===== config.mk =====
export PLATFORM = sky130hd
export DESIGN_NAME = flash_self_program_sequencer
export DESIGN_NICKNAME = d
export VERILOG_FILES = /design/src/logic/flash_seq_pkg.sv /design/src/logic/flash_self_program_sequencer.sv
export SDC_FILE = /design/constraint.sdc
export NUM_CORES = 1
export LEC_CHECK = 0
export ABC_AREA = 1
export BUFFER_PORTS_ARGS = -buffer_cell sky130_fd_sc_hd__buf_2
export CAP_MARGIN = 5
export CORE_MARGIN = 3
export CORE_UTILIZATION = 54
export CTS_BUF_LIST = sky130_fd_sc_hd__clkbuf_8
export DETAILED_ROUTE_END_ITERATION = 12
export GPL_ROUTABILITY_DRIVEN = 0
export GPL_TIMING_DRIVEN = 0
export PLACE_DENSITY = 0.88
export SLEW_MARGIN = 20
export SYNTH_ARGS = -nofsm -noshare
export SYNTH_HDL_FRONTEND = slang
export SYNTH_SLANG_ARGS = --single-unit
export TNS_END_PERCENT = 10

===== constraint.sdc =====
create_clock -name clk_i -period 1.3 [get_ports clk_i]
set_input_delay 0.26 -clock clk_i [delete_from_list [all_inputs] [get_ports clk_i]]
set_output_delay 0.26 -clock clk_i [all_outputs]
set_load 0.01 [all_outputs]

===== src/logic/flash_seq_pkg.sv =====
// Constants and types for the flash self-programming sequencer.
`default_nettype none
package flash_seq_pkg;
   // Register selectors on the processor's special-function register port.
   localparam logic [1:0] SEL_CONTROL = 2'h0;
   localparam logic [1:0] SEL_KEY = 2'h1;
   localparam logic [1:0] SEL_ADDR_HIGH = 2'h2;
   localparam logic [1:0] SEL_ADDR_LOW = 2'h3;
   // Control register fields.
   localparam int START_BIT = 15;
   localparam int ENABLE_BIT = 14;
   localparam int ERASE_BIT = 6;
   localparam logic [15:0] CONTROL_RESET = 16'h0000;
   localparam logic [7:0] ADDR_HIGH_RESET = 8'h00;
   localparam logic [15:0] ADDR_LOW_RESET = 16'h0000;
   localparam logic [15:0] RDATA_RESET = 16'h0000;
   localparam logic ALIGN_ERROR_RESET = 1'b0;
   localparam logic STROBE_RESET = 1'b0;
   // Unlock key values, written in this order.
   localparam logic [7:0] KEY_FIRST = 8'h55;
   localparam logic [7:0] KEY_SECOND = 8'haa;
   // Word pairs start on every other word address: 0x000002, 0x000006, ...
   localparam logic [1:0] PAIR_ALIGN_MASK = 2'h3;
   localparam logic [1:0] PAIR_ALIGN_VALUE = 2'h2;
   // Unlock tracker states, Gray coded along the usual path.
   typedef enum logic [1:0]
   {
      KEY_IDLE = 2'b00,
      KEY_GOT_FIRST = 2'b01,
      KEY_ARMED = 2'b11
   } key_state_t;
   // Operation states, Gray coded along the usual path.
   typedef enum logic [1:0]
   {
      OP_IDLE = 2'b00,
      OP_ISSUE = 2'b01,
      OP_WAIT = 2'b11
   } op_state_t;
endpackage : flash_seq_pkg
`default_nettype wire


===== src/logic/flash_self_program_sequencer.sv =====
// Run-time self-programming sequencer: unlock, start, stall and flash handshake.
`default_nettype none
module flash_self_program_sequencer
   import flash_seq_pkg::*;
(
   // Clock and reset.
   input wire logic clk_i,
   input wire logic reset_n_i,
   // Processor register port.
   input wire logic reg_write_i,
   input wire logic reg_read_i,
   input wire logic [1:0] reg_sel_i,
   input wire logic [15:0] reg_wdata_i,
   output logic [15:0] reg_rdata_o,
   // Processor stall.
   output logic cpu_stall_o,
   // Flash array command port.
   output logic flash_erase_o,
   output logic flash_program_o,
   output logic [23:0] effective_address_o,
   input wire logic flash_done_i,
   // Status.
   output logic align_error_o
);
   logic [15:0] flash_control_register;
   logic [7:0] flash_address_high_register;
   logic [15:0] flash_address_low_register;
   key_state_t key_state;
   op_state_t op_state;
   logic [15:0] rdata;
   logic align_error;
   logic [15:0] next_flash_control_register;
   logic [7:0] next_flash_address_high_register;
   logic [15:0] next_flash_address_low_register;
   key_state_t next_key_state;
   op_state_t next_op_state;
   logic [15:0] next_rdata;
   logic next_align_error;
   logic flash_erase;
   logic flash_program;
   logic next_flash_erase;
   logic next_flash_program;
   logic access;
   logic start_request;
   logic pair_aligned;
   logic [23:0] effective_address;
   // A stalled processor cannot issue accesses, so a strobe seen during an operation is stray;
   // it neither advances nor breaks the unlock, just as the registers ignore it.
   assign access = (reg_write_i | reg_read_i) && op_state == OP_IDLE;
   assign effective_address = {flash_address_high_register,
                               flash_address_low_register};
   // Only the pair boundary is checked; whether the address exists is the array's concern.
   assign pair_aligned = (effective_address[1:0] & PAIR_ALIGN_MASK)
                         == PAIR_ALIGN_VALUE;
   assign start_request = reg_write_i && reg_sel_i == SEL_CONTROL
                          && reg_wdata_i[START_BIT] && reg_wdata_i[ENABLE_BIT];

   // Unlock tracker: the armed state lasts only until the very next access.
   always_comb
   begin
      next_key_state = key_state;
      if (access)
      begin
         next_key_state = KEY_IDLE;
         if (reg_write_i && reg_sel_i == SEL_KEY)
         begin
            case (key_state)
               KEY_IDLE:
                  next_key_state = (reg_wdata_i[7:0] == KEY_FIRST) ? KEY_GOT_FIRST : KEY_IDLE;
               KEY_GOT_FIRST:
               begin
                  if (reg_wdata_i[7:0] == KEY_SECOND)
                     next_key_state = KEY_ARMED;
                  // A repeated first key restarts the unlock, so a retried sequence still works.
                  else if (reg_wdata_i[7:0] == KEY_FIRST)
                     next_key_state = KEY_GOT_FIRST;
                  else
                     next_key_state = KEY_IDLE;
               end
               KEY_ARMED:
                  next_key_state = (reg_wdata_i[7:0] == KEY_FIRST) ? KEY_GOT_FIRST : KEY_IDLE;
               default:
                  next_key_state = KEY_IDLE;
            endcase
         end
      end
   end

   // Unlock tracker register.
   always_ff @(posedge clk_i)
   begin
      if (!reset_n_i)
         key_state <= KEY_IDLE;
      else
         key_state <= next_key_state;
   end

   // Registers and the operation sequencer.
   always_comb
   begin
      next_flash_control_register = flash_control_register;
      next_flash_address_high_register = flash_address_high_register;
      next_flash_address_low_register = flash_address_low_register;
      next_op_state = op_state;
      next_rdata = rdata;
      next_align_error = align_error;
      case (op_state)
         OP_IDLE:
         begin
            if (reg_write_i)
            begin
               case (reg_sel_i)
                  SEL_CONTROL:
                  begin
                     // Start is only latched here; it is never taken from a plain write.
                     next_flash_control_register = reg_wdata_i;
                     next_flash_control_register[START_BIT] = 1'b0;
                     if (start_request && key_state == KEY_ARMED)
                     begin
                        if (reg_wdata_i[ERASE_BIT] || pair_aligned)
                        begin
                           next_flash_control_register[START_BIT] = 1'b1;
                           next_op_state = OP_ISSUE;
                           next_align_error = 1'b0;
                        end
                        else
                        begin
                           // Refused rather than rounded down, so no wrong pair is programmed.
                           next_align_error = 1'b1;
                        end
                     end
                  end
                  SEL_ADDR_HIGH:
                     next_flash_address_high_register = reg_wdata_i[7:0];
                  SEL_ADDR_LOW:
                     next_flash_address_low_register = reg_wdata_i;
                  default:
                     next_rdata = rdata;
               endcase
            end
            if (reg_read_i)
            begin
               case (reg_sel_i)
                  SEL_CONTROL:
                     next_rdata = flash_control_register;
                  SEL_ADDR_HIGH:
                     next_rdata = {8'h00, flash_address_high_register};
                  SEL_ADDR_LOW:
                     next_rdata = flash_address_low_register;
                  default:
                     next_rdata = 16'h0000;
               endcase
            end
         end
         // The array cannot finish in the cycle it is started, so done is heeded only in the wait.
         OP_ISSUE:
            next_op_state = OP_WAIT;
         OP_WAIT:
         begin
            if (flash_done_i)
            begin
               // Start clears in the cycle that the stall drops, so resumed code never sees it set.
               next_flash_control_register[START_BIT] = 1'b0;
               next_op_state = OP_IDLE;
            end
         end
         default:
            next_op_state = OP_IDLE;
      endcase
      // The array strobes come from flip-flops so that it sees one clean cycle, free of decode
      // glitches.
      next_flash_erase = next_op_state == OP_ISSUE && next_flash_control_register[ERASE_BIT];
      next_flash_program = next_op_state == OP_ISSUE && !next_flash_control_register[ERASE_BIT];
   end

   always_ff @(posedge clk_i)
   begin
      if (!reset_n_i)
      begin
         op_state <= OP_IDLE;
         flash_control_register <= CONTROL_RESET;
         flash_address_high_register <= ADDR_HIGH_RESET;
         flash_address_low_register <= ADDR_LOW_RESET;
         rdata <= RDATA_RESET;
         align_error <= ALIGN_ERROR_RESET;
         flash_erase <= STROBE_RESET;
         flash_program <= STROBE_RESET;
      end
      else
      begin
         op_state <= next_op_state;
         flash_control_register <= next_flash_control_register;
         flash_address_high_register <= next_flash_address_high_register;
         flash_address_low_register <= next_flash_address_low_register;
         rdata <= next_rdata;
         align_error <= next_align_error;
         flash_erase <= next_flash_erase;
         flash_program <= next_flash_program;
      end
   end

   // The processor cannot touch the registers while stalled, so they stay stable.
   assign cpu_stall_o = op_state != OP_IDLE;
   assign flash_erase_o = flash_erase;
   assign flash_program_o = flash_program;
   assign effective_address_o = effective_address;
   assign reg_rdata_o = rdata;
   assign align_error_o = align_error;
endmodule : flash_self_program_sequencer
`default_nettype wire


# Word-level counts from Yosys, hierarchy flattened
# Cells that the tools add are included.
# W data, S select, Z words.
[word_totals] n_memories=0 ram_bits=0 romBits=0 in_bits=23 ff_bits=63 latch_bits=0
[classes] n_shift=0 magnitude_cmp=0 n_mul=0 n_mux=19 bitwise=1 addsub=0 div=0 n_eq_ne=14 reduce_logical=22
[ops] op="$pmux W16 S3" count=1
[ops] op="$mux W16" count=2
[ops] op="$mux W2" count=7
[ops] op="$eq A2 B2 Y1 const B" count=5
[ops] op="$reduce_and A3 Y1" count=3
[ops] op="$eq A2 B1 Y1 const B" count=4
[ops] op="$eq A8 B7 Y1 const B" count=1
[ops] op="$eq A8 B8 Y1 const B" count=1
[ops] op="$logic_and A1 B1 Y1" count=8
[ops] op="$reduce_and A4 Y1" count=2
[ops] op="$mux W7" count=1
[ops] op="$logic_not A2 Y1" count=3
[ops] op="$pmux W2 S3" count=1
[ops] op="$mux W1" count=5
[ops] op="$ne A2 B2 Y1 const B" count=2
[ops] op="$pmux W2 S2" count=1
[ops] op="$reduce_bool A2 Y1" count=2
[ops] op="$ne A2 B1 Y1 const B" count=1
[ops] op="$pmux W1 S2" count=1
[ops] op="$reduce_and A2 Y1" count=1
[ops] op="$reduce_or A2 Y1" count=1
[ops] op="$logic_not A1 Y1" count=1
[ops] op="$logic_or A1 B1 Y1" count=1
[ops] op="$or A1 B1 Y1" count=1

# Longest topological paths before layout
# Gate-level depths: netlist of run 1.
[depth] depth_word=11 ltp_mapped=9 ltp_nobuf=9

# Worst setup path after synthesis of run 1
# No wires, ideal clock.
[synth_path] path_kind="reg2reg" start="register key_state[0]" end="register key_state[0]" slack_ps=129 path_buffers=0 required_ps=1190 synth_period_minus_slack_ps=1171 path_stages_with_launch=9 arrival_ps=1061 path_cell_list="dfxtp_1 > inv_1 > ha_1 > o21ai_0 > nor2_1 > nand2_1 > nand3_1 > nand2_1 > inv_1"
[synth_via] elab_chain_len=4 elab_cells_between_ends=6
[synth_rtl] item="start, declared" line_no="flash_self_program_sequencer.sv:28" rtl="key_state_t key_state;"
[synth_rtl] item="start signal, assigned" line_no="flash_self_program_sequencer.sv:95" rtl="key_state <= next_key_state;"
[synth_rtl] item="$eq A2 B2 Y1 or $logic_not A2 Y1 (tied branches)" line_no="flash_self_program_sequencer.sv:67" rtl="case (key_state)"
[synth_rtl] item="$reduce_or A2 Y1 (no source line)"
[synth_rtl] item="$pmux W2 S2 *" line_no="flash_self_program_sequencer.sv:67"
[synth_rtl] item="$mux W2 *" line_no="flash_self_program_sequencer.sv:65" rtl="if (reg_write_i && reg_sel_i == SEL_KEY)"
# Every way passes the cells marked *; elsewhere a longest branch is shown, timed or not.
# A chain may end at the register's enable or synchronous reset.

# Worst setup path in the final report of run 1
[layout_path] start="register op_state[0]" end="register flash_control_register[12]"
[layout_via] elab_chain_len=2
[layout_rtl] item="start, declared" line_no="flash_self_program_sequencer.sv:29" rtl="op_state_t op_state;"
[layout_rtl] item="start signal, assigned" line_no="flash_self_program_sequencer.sv:191" rtl="op_state <= next_op_state;"
[layout_rtl] item="$logic_not A2 Y1" line_no="flash_self_program_sequencer.sv:107" rtl="case (op_state)"
[layout_rtl] item="$reduce_and A3 Y1 (no source line)"
[layout_rtl] item="end signal, assigned" line_no="flash_self_program_sequencer.sv:192" rtl="flash_control_register <= next_flash_control_register;"
[layout_rtl] item="end, declared" line_no="flash_self_program_sequencer.sv:25" rtl="logic [15:0] flash_control_register;"
# Every way passes these cells.

==> flow_summary.json, run 1 <==
{
  "fmax_mhz": 710,
  "cellLeakagePower_nw": 1.55,
  "setup_viol": 31,
  "critPathKind": "reg -> reg",
  "vias_per_cell": 6.04,
  "ys_ff_latch": 63,
  "drv_slew": 0,
  "fin_worst_skew_ps": 7.30,
  "n_antenna_cell": 0,
  "synth_top_area_frac": 0.481,
  "grt_antenna_before_repair": 0,
  "cts_buffer_depth": 2,
  "htree_levels": 3,
  "cp-end-kind": "flop",
  "n_fill_cell": 301,
  "async_flop_share": 0,
  "netlist_instances": 352,
  "ys_top_cells_by_count": "77 x nand2_1, 63 x dfxtp_1, 52 x a21oi_1",
  "hold_violations": 0,
  "violations": "negative setup slack",
  "dieArea_sq_mm": 0.00572,
  "cp_cell_sequence": "nor2_4, nand2_4, nor2_4, buf_6, buf_8, o21ai_2, nor2_1",
  "post_drt_wl_per_cell_microns": 17.2,
  "port_buffers": 65,
  "grt_pass1_wl_microns": 11900,
  "rsz0062_at_grt": "yes",
  "grt_start_max_net_pins": 11,
  "syn_avg_cell_area_sq_um": 7.44,
  "cts_buffers": 9,
  "drc": 0,
  "crit_top_cell": "nor2_4",
  "rows": 24,
  "yosys.area.top_type": "dfxtp_1",
  "nNetsFinal": 461,
  "status": "finished, violations left",
  "coreArea_sq_mm": 0.00450,
  "cellPowerDensity_mw_per_mm2": 1310,
  "cpPeakStageDelay_ps": 330,
  "wl_microns": 8460,
  "hold_path.class": "in -> reg",
  "synth_cell_types": 25,
  "cp.arrival_ps": 1690,
  "worst_slew_pin_slew_ps": 606,
  "yosysMostFrequentCell": "nand2_1",
  "slew_headroom": 0.596,
  "path_max_fanout": 8,
  "clkSlewWorstSetupHoldPaths_ps": 70,
  "grt_pass1_vias": 2632,
  "die-height_microns": 75.7,
  "dr.pass1.iters": 9,
  "critPathLaunchType": "flop",
  "slowest_stage": "dfxtp_2",
  "whs_ps": 166,
  "clockRootBuffer": "clkbuf_8",
  "vias": 2974,
  "drtIter0Drc": 316,
  "ys_seq_area_frac": 0.481,
  "synth-edff-count": 0,
  "synth_ff_type": "dfxtp_1",
  "post-route-cell-area_sq_mm": 0.00340,
  "place_ws_ps": -127,
  "yosysWarnings": 0,
  "drive_gt1_frac": 0.284,
  "syn_area_sq_mm": 0.00262,
  "max-cap-violations": 0,
  "synth_area_leaders": "dfxtp_1 48%, nand2_1 11%, a21oi_1 9.9%",
  "hpwl_microns": 5150,
  "io_pins": 67,
  "period_needed_ps": 1410,
  "worstPathRequired_ps": 1580,
  "ctsHoldBuffers": 0,
  "dieWidth_microns": 75.7,
  "insertion_delay_ps": 350,
  "finalWorstSetupSlack_ps": -108,
  "cts_tree": "yes",
  "post-route-period-util": 1.08,
  "ir_drop_v": 0.00107,
  "grt-ovfl-total": 0,
  "syn_to_final_growth_pct": 29.7,
  "start_util": 0.582,
  "synthesis.nets": 378,
  "clock-sinks": 63,
  "drtAntennaViolNets": 0,
  "grt_use_total": 0.283,
  "placed_area_sq_mm": 0.00301
}
[worst max-delay path: cells and delay by family (launching register included)]
family	cells	cell delay, ps
compound gates	1	50
buf+inv	2	290
flops	1	330
simple gates	4	660
[report_power, final]
part | switching [W] | internal (W) | leakage [nW] | total (W)
logic | 0.000315 | 0.000174 | 0.914 | 0.000489
clock network | 0.000744 | 0.00117 | 0.122 | 0.00191
registers | 0.0000451 | 0.00200 | 0.514 | 0.00205
total | 0.00110 | 0.00334 | 1.55 | 0.00445
[metrics by stage]
step	power (W)	TNS, ps	std cells	util
2_1_floorplan	0.00233	0	352	-
3_3_place_gp	0.00250	-944	469	0.668
3_5_place_dp	0.00251	-1840	469	0.668
4_1_cts	0.00439	-143	487	0.726
5_1_grt	0.00458	-3410	492	0.754
6_report	0.00445	-1600	492	0.754
[routing by layer]
metal | GRT usage | share of wire | vias up
li1 | - | - | 1325
met3 | 0.0871 | 0.11 | 47
met1 | 0.348 | 0.38 | 1372
met2 | 0.451 | 0.47 | 230
met4 | 0.140 | 0.038 | 0
met5 | 0 | 0 | -
[logic make-up (layout without fill, tap and decap cells)]
group                    Yosys count  count (layout)  share of synthesized area
AO/OA/AOI/OAI                     92              92                      0.181
adder cells (fa/ha/maj)            3               3                     0.0143
buffers and inverters             42             130                     0.0764
flip-flops                        63              63                      0.481
AND/OR/NAND/NOR                  152             152                      0.247
[registers in the layout, indices dropped and copies added (netlist names)]
register,cells
flash_address_high_register,8
flash_control_register,16
op_state,2
align_error_o,1
flash_erase_o,1
flash_address_low_register,16
key_state,2
flash_program_o,1
reg_rdata_o,16
[worst paths after layout]
kind,cells after the start,to,slack (ps),start
hold reg to reg,2,align_error_o$_SDFFE_PN0P_,450,align_error_o$_SDFFE_PN0P_
setup reg to reg,7,flash_control_register[12]$_SDFFE_PN0P_,-110,op_state[0]$_SDFF_PN0_
setup / recovery,7,flash_control_register[12]$_SDFFE_PN0P_,-110,op_state[0]$_SDFF_PN0_
hold / removal,3,flash_control_register[9]$_SDFFE_PN0P_,170,reg_wdata_i[9]
[repair_timing]
item / in CTS / in global routing
pin swaps: 1 / 9
setup endpoints to repair: 42 / 49
gates resized for setup: 8 / 23
cloned: 0 / 1
setup buffers: 2 / 5
[area by class of cell]
cell class / instances / area, sq um / share of cell area
Multi-Input combinational cell: 247 / 1200 / 0.354
Buffer: 17 / 130 / 0.0383
Sequential cell: 63 / 1260 / 0.372
Clock inverter: 5 / 72.6 / 0.0214
Clock buffer: 11 / 151 / 0.0446
Tap cell: 52 / 65.1 / 0.0191
Timing Repair Buffer: 73 / 413 / 0.122
Inverter: 24 / 100 / 0.0295
[cells in the final DEF (no fill, tap or decap), drive strengths merged]
master / instances
nand4: 1
dfxtp: 63
o21bai: 1
bufinv: 2
nor3: 1
o21ai: 36
a21oi: 52
clkbuf: 16
nand2: 81
clkinv: 2
o211ai: 3
buf: 85
ha: 3
nand3: 28
inv: 25
nor2: 41
Power figures use the tool's default switching activity.
==> inputs of run 2 (changes only) <==
--- a/config.mk
+++ b/config.mk
@@ -5,16 +5,18 @@
 export SDC_FILE = /design/constraint.sdc
 export NUM_CORES = 1
 export LEC_CHECK = 0
-export ABC_AREA = 1
+export ABC_AREA = 0
 export BUFFER_PORTS_ARGS = -buffer_cell sky130_fd_sc_hd__buf_2
 export CAP_MARGIN = 5
+export CELL_PAD_IN_SITES_DETAIL_PLACEMENT = 0
+export CELL_PAD_IN_SITES_GLOBAL_PLACEMENT = 2
 export CORE_MARGIN = 3
-export CORE_UTILIZATION = 54
+export CORE_UTILIZATION = 33
 export CTS_BUF_LIST = sky130_fd_sc_hd__clkbuf_8
 export DETAILED_ROUTE_END_ITERATION = 12
 export GPL_ROUTABILITY_DRIVEN = 0
 export GPL_TIMING_DRIVEN = 0
-export PLACE_DENSITY = 0.88
+export PLACE_DENSITY = 0.89
 export SLEW_MARGIN = 20
 export SYNTH_ARGS = -nofsm -noshare
 export SYNTH_HDL_FRONTEND = slang
==> flow_summary.json, run 2 <==
{
  "cts_tree": "yes",
  "dieWidth_microns": 97.0,
  "combPwrFrac": 0.101,
  "async_flop_share": 0,
  "max-cap-violations": 0,
  "rsz0062_at_grt": "yes",
  "grt_use_total": 0.169,
  "syn_avg_cell_area_sq_um": 9.27,
  "p_clk_frac": 0.446,
  "rows": 32,
  "synth_area_leaders": "dfxtp_1 46%, nand2_1 11%, a21boi_0 7.4%",
  "fmax_mhz": 715,
  "period_needed_ps": 1400,
  "start_util": 0.347,
  "dr.pass1.iters": 4,
  "p_switching_w": 0.00107,
  "place_ws_ps": -491,
  "cp.arrival_ps": 1660,
  "die-height_microns": 97.0,
  "hold_end": "flash_address_low_register[10]$_SDFFE_PN0P_",
  "clockRootBuffer": "clkbuf_8",
  "fin_cells": 485,
  "insertion_delay_ps": 330,
  "ys_top_cells_by_count": "78 x nand2_1, 63 x dfxtp_1, 27 x a21boi_0",
  "fin_worst_skew_ps": 6.46,
  "p_seq_frac": 0.453,
  "yosysMostFrequentCell": "nand2_1",
  "p_int_w": 0.00343,
  "synthesis.nets": 321,
  "worst_slew_pin_slew_ps": 552,
  "setup_viol": 39,
  "htree_levels": 3,
  "syn_to_final_growth_pct": 31.7,
  "min-delay-start": "reg_wdata_i[10]",
  "synth_cell_types": 36,
  "slew_headroom": 0.632,
  "hold_violations": 0,
  "grt-ovfl-total": 0,
  "grt_pass1_wl_microns": 12500,
  "post-route-period-util": 1.08,
  "coreArea_sq_mm": 0.00789,
  "syn_area_sq_mm": 0.00273,
  "synth_top_area_frac": 0.461,
  "clock-sinks": 63,
  "dp.cells": 462,
  "cellPowerDensity_mw_per_mm2": 1250,
  "post_drt_wl_per_cell_microns": 16.2,
  "drtIter0Drc": 104,
  "cp-end-kind": "flop",
  "final_core_util": 0.457,
  "status": "finished, violations left",
  "r2r_setup_slack_ps": -100,
  "hpwl_microns": 5500,
  "hold_path.class": "in -> reg",
  "dieArea_sq_mm": 0.00941,
  "r2r_cells": 7,
  "grt_pass1_vias": 2344,
  "io_pins": 67,
  "vias": 2422,
  "path_max_fanout": 6,
  "critPathKind": "reg -> reg",
  "n_antenna_cell": 0,
  "vias_per_cell": 4.99,
  "violations": "negative setup slack",
  "grt_antenna_before_repair": 0,
  "wl_microns": 7870,
  "cellLeakagePower_nw": 1.67,
  "r2r_start": "op_state[1]$_SDFF_PN0_",
  "netlist_instances": 295,
  "ys_seq_area_frac": 0.461,
  "port_buffers": 65,
  "yosysWarnings": 0,
  "drc": 0,
  "grt_start_max_net_pins": 12,
  "nNetsFinal": 404,
  "yosys.area.top_type": "dfxtp_1",
  "cts_buffer_depth": 2,
  "ctsHoldBuffers": 0,
  "synth-edff-count": 0,
  "drtAntennaViolNets": 0,
  "worstHoldPathCells": 3,
  "ir_drop_v": 0.000528,
  "finalWorstSetupSlack_ps": -98.2,
  "swShare": 0.237,
  "clkSlewWorstSetupHoldPaths_ps": 70,
  "final_cell_mix": "75 x nand2_1, 66 x buf_2, 60 x dfxtp_1",
  "ys_ff_latch": 63,
  "drive_gt1_frac": 0.326,
  "worstPathRequired_ps": 1560,
  "drv_slew": 0,
  "critPathLaunchType": "flop",
  "synth_ff_type": "dfxtp_1",
  "n_fill_cell": 765,
  "regToRegEndpoint": "flash_address_low_register[2]$_SDFFE_PN0P_",
  "final_common_cell": "nand2_1",
  "cts_buffers": 9
}
run 2: cell type report:
cell class              count  area, sq um  share of cell area
plain buffers              19          123              0.0341
clock buffers              12          165              0.0459
clock inverters             4         76.3              0.0212
inverters                   4         17.5             0.00486
multi-input cells         208         1410               0.391
flip-flops and latches     63         1260               0.351
well taps                 102          128              0.0354
repair buffers             73          419               0.116
run 2: worst max path at each step:
stage / to / from / slack, ps
after detailed placement: reg_rdata_o[14]$_SDFFE_PN0P_ / reg_sel_i[1] / -490
after CTS: flash_address_high_register[0]$_SDFFE_PN0P_ / op_state[0]$_SDFF_PN0_ / -110
after global routing: flash_address_high_register[2]$_SDFFE_PN0P_ / op_state[1]$_SDFF_PN0_ / -200
after global placement: reg_rdata_o[14]$_SDFFE_PN0P_ / reg_sel_i[1] / -500
final: flash_address_low_register[2]$_SDFFE_PN0P_ / op_state[1]$_SDFF_PN0_ / -100
after floorplan: flash_address_low_register[6]$_SDFFE_PN0P_ / op_state[1]$_SDFF_PN0_ / -120
run 2: stage by stage:
step	hold WS [ps]	power [W]	setup TNS, ps	instance area, sq um
floorplan	395	0.00231	-1620	2740
global placement	446	0.00250	-14540	3190
finish	170	0.00449	-2380	3600
detailed placement	455	0.00251	-14480	3190
CTS	160	0.00453	-2450	3550
global route	165	0.00467	-7250	3600
run 2: critical path: stages, from the launching register on:
cell	delay, ps
dfxtp_2	340
nor2_4	150
inv_4	70
buf_6	120
nor3_4	290
buf_6	180
nand2_1	60
a21boi_1	110
run 2: what timing repair did:
action	in CTS	in global routing
setup endpoints to repair	56	57
pin swaps	6	13
buffers inserted	6	1
cloned	0	1
gates resized for setup	26	18
run 2: metal layers:
layer | global-route usage | vias to the layer above | wire length (microns)
li1 | - | 1193 | -
met1 | 0.222 | 1150 | 3580
met2 | 0.270 | 63 | 3720
met3 | 0.0418 | 16 | 364
met4 | 0.0605 | 0 | 203
met5 | 0 | - | 0
run 2: cell families (layout without fill, tap and decap cells):
family | after synthesis | count (layout) | synth area share
and+or+nand+nor | 118 | 118 | 0.210
AOI/OAI and AO/OA | 70 | 70 | 0.207
DFF | 63 | 63 | 0.461
buffers and inverters | 24 | 112 | 0.0426
muxes | 17 | 17 | 0.0659
adders and majority gates | 3 | 3 | 0.0137
run 2: power by group through the flow:
stage	clock (W)	combinational [W]	sequential [W]
after CTS	0.00204	0.000450	0.00204
final	0.00200	0.000455	0.00204
after detailed placement	0	0.000428	0.00208
after global placement	0	0.000424	0.00208
after floorplan	0	0.000217	0.00210
after global routing	0.00212	0.000502	0.00204
==> inputs of run 3 (changes only) <==
--- a/config.mk
+++ b/config.mk
@@ -17,6 +17,7 @@
 export GPL_ROUTABILITY_DRIVEN = 0
 export GPL_TIMING_DRIVEN = 0
 export PLACE_DENSITY = 0.89
+export SKIP_CTS_REPAIR_TIMING = 1
 export SLEW_MARGIN = 20
 export SYNTH_ARGS = -nofsm -noshare
 export SYNTH_HDL_FRONTEND = slang
==> flow_summary.json, run 3 (synthesis gave the netlist of run 2 again) <==
{
  "start_util": 0.347,
  "post-route-cell-area_sq_mm": 0.00361,
  "grt_antenna_before_repair": 0,
  "drtAntennaViolNets": 0,
  "die-height_microns": 97.0,
  "htree_levels": 3,
  "setup_viol": 51,
  "placed_area_sq_mm": 0.00319,
  "finalPower_w": 0.00452,
  "final_cell_mix": "69 x nand2_1, 66 x buf_2, 61 x dfxtp_1",
  "crit_family": "simple AND/OR/NAND/NOR gates",
  "hold_path.class": "in -> reg",
  "finalWorstSetupSlack_ps": -218,
  "dieWidth_microns": 97.0,
  "status": "finished, violations left",
  "ir_drop_v": 0.000531,
  "grt_start_max_net_pins": 12,
  "final_core_util": 0.457,
  "insertion_delay_ps": 340,
  "io_pins": 67,
  "cpPeakStageDelay_ps": 470,
  "critPathLaunchType": "flop",
  "cts_tree": "yes",
  "syn_to_final_growth_pct": 31.9,
  "violations": "negative setup slack",
  "rsz0062_at_grt": "yes",
  "clock-sinks": 63,
  "grt-ovfl-total": 0,
  "path_max_fanout": 8,
  "worst_slew_pin_slew_ps": 542,
  "regToRegEndpoint": "flash_address_low_register[15]$_SDFFE_PN0P_",
  "critPathKind": "reg -> reg",
  "dr.pass1.iters": 4,
  "grt_pass1_vias": 2299,
  "rows": 32,
  "drtIter0Drc": 135,
  "fin_worst_skew_ps": 6.39,
  "wl_microns": 7930,
  "clkSlewWorstSetupHoldPaths_ps": 70,
  "worstPathRequired_ps": 1530,
  "slew_headroom": 0.639,
  "hpwl_microns": 5500,
  "cts_buffers": 9,
  "cp_cell_sequence": "nor2_4, clkinv_4, or3_4, clkbuf_16, nand2_2, a21boi_1",
  "drc": 0,
  "cp.arrival_ps": 1750,
  "drive_gt1_frac": 0.338,
  "min-delay-start": "reg_wdata_i[11]",
  "slowest_stage": "or3_4",
  "n_fill_cell": 770,
  "final_common_cell": "nand2_1",
  "cp-end-kind": "flop",
  "post-route-period-util": 1.17,
  "vias_per_cell": 4.99,
  "drv_slew": 0,
  "coreArea_sq_mm": 0.00789,
  "vias": 2415,
  "grt_pass1_wl_microns": 12300,
  "clockRootBuffer": "clkbuf_8",
  "r2r_start": "op_state[0]$_SDFF_PN0_",
  "n_antenna_cell": 0,
  "period_needed_ps": 1520,
  "cts_buffer_depth": 2,
  "max-cap-violations": 0,
  "finalSetupTns_ps": -5240,
  "cellPowerDensity_mw_per_mm2": 1250,
  "port_buffers": 65,
  "nNetsFinal": 403,
  "grt_use_total": 0.167,
  "post_drt_wl_per_cell_microns": 16.4,
  "r2r_cells": 6,
  "dieArea_sq_mm": 0.00941,
  "worstHoldPathCells": 3,
  "hold_end": "flash_control_register[11]$_SDFFE_PN0P_",
  "critPathBufInv": 2,
  "fmax_mhz": 659,
  "cellLeakagePower_nw": 1.66,
  "hold_violations": 0,
  "r2r_setup_slack_ps": -220
}
run 3: cell count changes in the layout (fill, tap and decap cells not counted), sizes merged:
cell	before	now
buf	82	79
clkbuf	22	24
inv	4	3
clkinv	1	2
run 3: power by group:
group	switching, W	total [W]	internal (W)
sequential	0.0000421	0.00204	0.00200
combinational	0.000263	0.000458	0.000195
clock	0.000781	0.00202	0.00124
total	0.00109	0.00452	0.00343
run 3: metal layers:
metal	wire length (microns)	global-route usage
met1	3670	0.219
met2	3790	0.266
met3	337	0.0433
met5	0	0
met4	138	0.0551
run 3: how the worst max path moves through the flow:
| stage | from | cells past startpoint | to |
|---|---|---|---|
| 6_report | op_state[0]$_SDFF_PN0_ | 6 | flash_address_low_register[15]$_SDFFE_PN0P_ |
| 4_1_cts | op_state[1]$_SDFF_PN0_ | 6 | flash_address_low_register[6]$_SDFFE_PN0P_ |
| 2_1_floorplan | op_state[1]$_SDFF_PN0_ | 7 | flash_address_low_register[6]$_SDFFE_PN0P_ |
| 3_3_place_gp | reg_sel_i[1] | 7 | reg_rdata_o[14]$_SDFFE_PN0P_ |
| 3_5_place_dp | reg_sel_i[1] | 7 | reg_rdata_o[14]$_SDFFE_PN0P_ |
| 5_1_grt | op_state[0]$_SDFF_PN0_ | 6 | flash_address_low_register[12]$_SDFFE_PN0P_ |
run 3: layout make-up:
class	count	area, sq um	share of cell area
clock inverters	4	76.3	0.0212
repair buffers	72	422	0.117
multi-input cells	208	1420	0.393
inverters	4	20.0	0.00555
flip-flops and latches	63	1260	0.350
clock buffers	12	165	0.0458
plain buffers	19	116	0.0323
well taps	102	128	0.0354
run 3: through the flow:
step | hold WS (ps) | setup slack [ps] | std cells
2_1_floorplan | 395 | -119 | 295
3_3_place_gp | 446 | -499 | 462
3_5_place_dp | 455 | -491 | 462
4_1_cts | 160 | -324 | 478
5_1_grt | 163 | -259 | 484
6_report | 164 | -218 | 484
run 3: tightest hold or removal path, cell delays in order:
cell	delay, ps
buf_2	100
nand2_1	50
a21boi_1	50
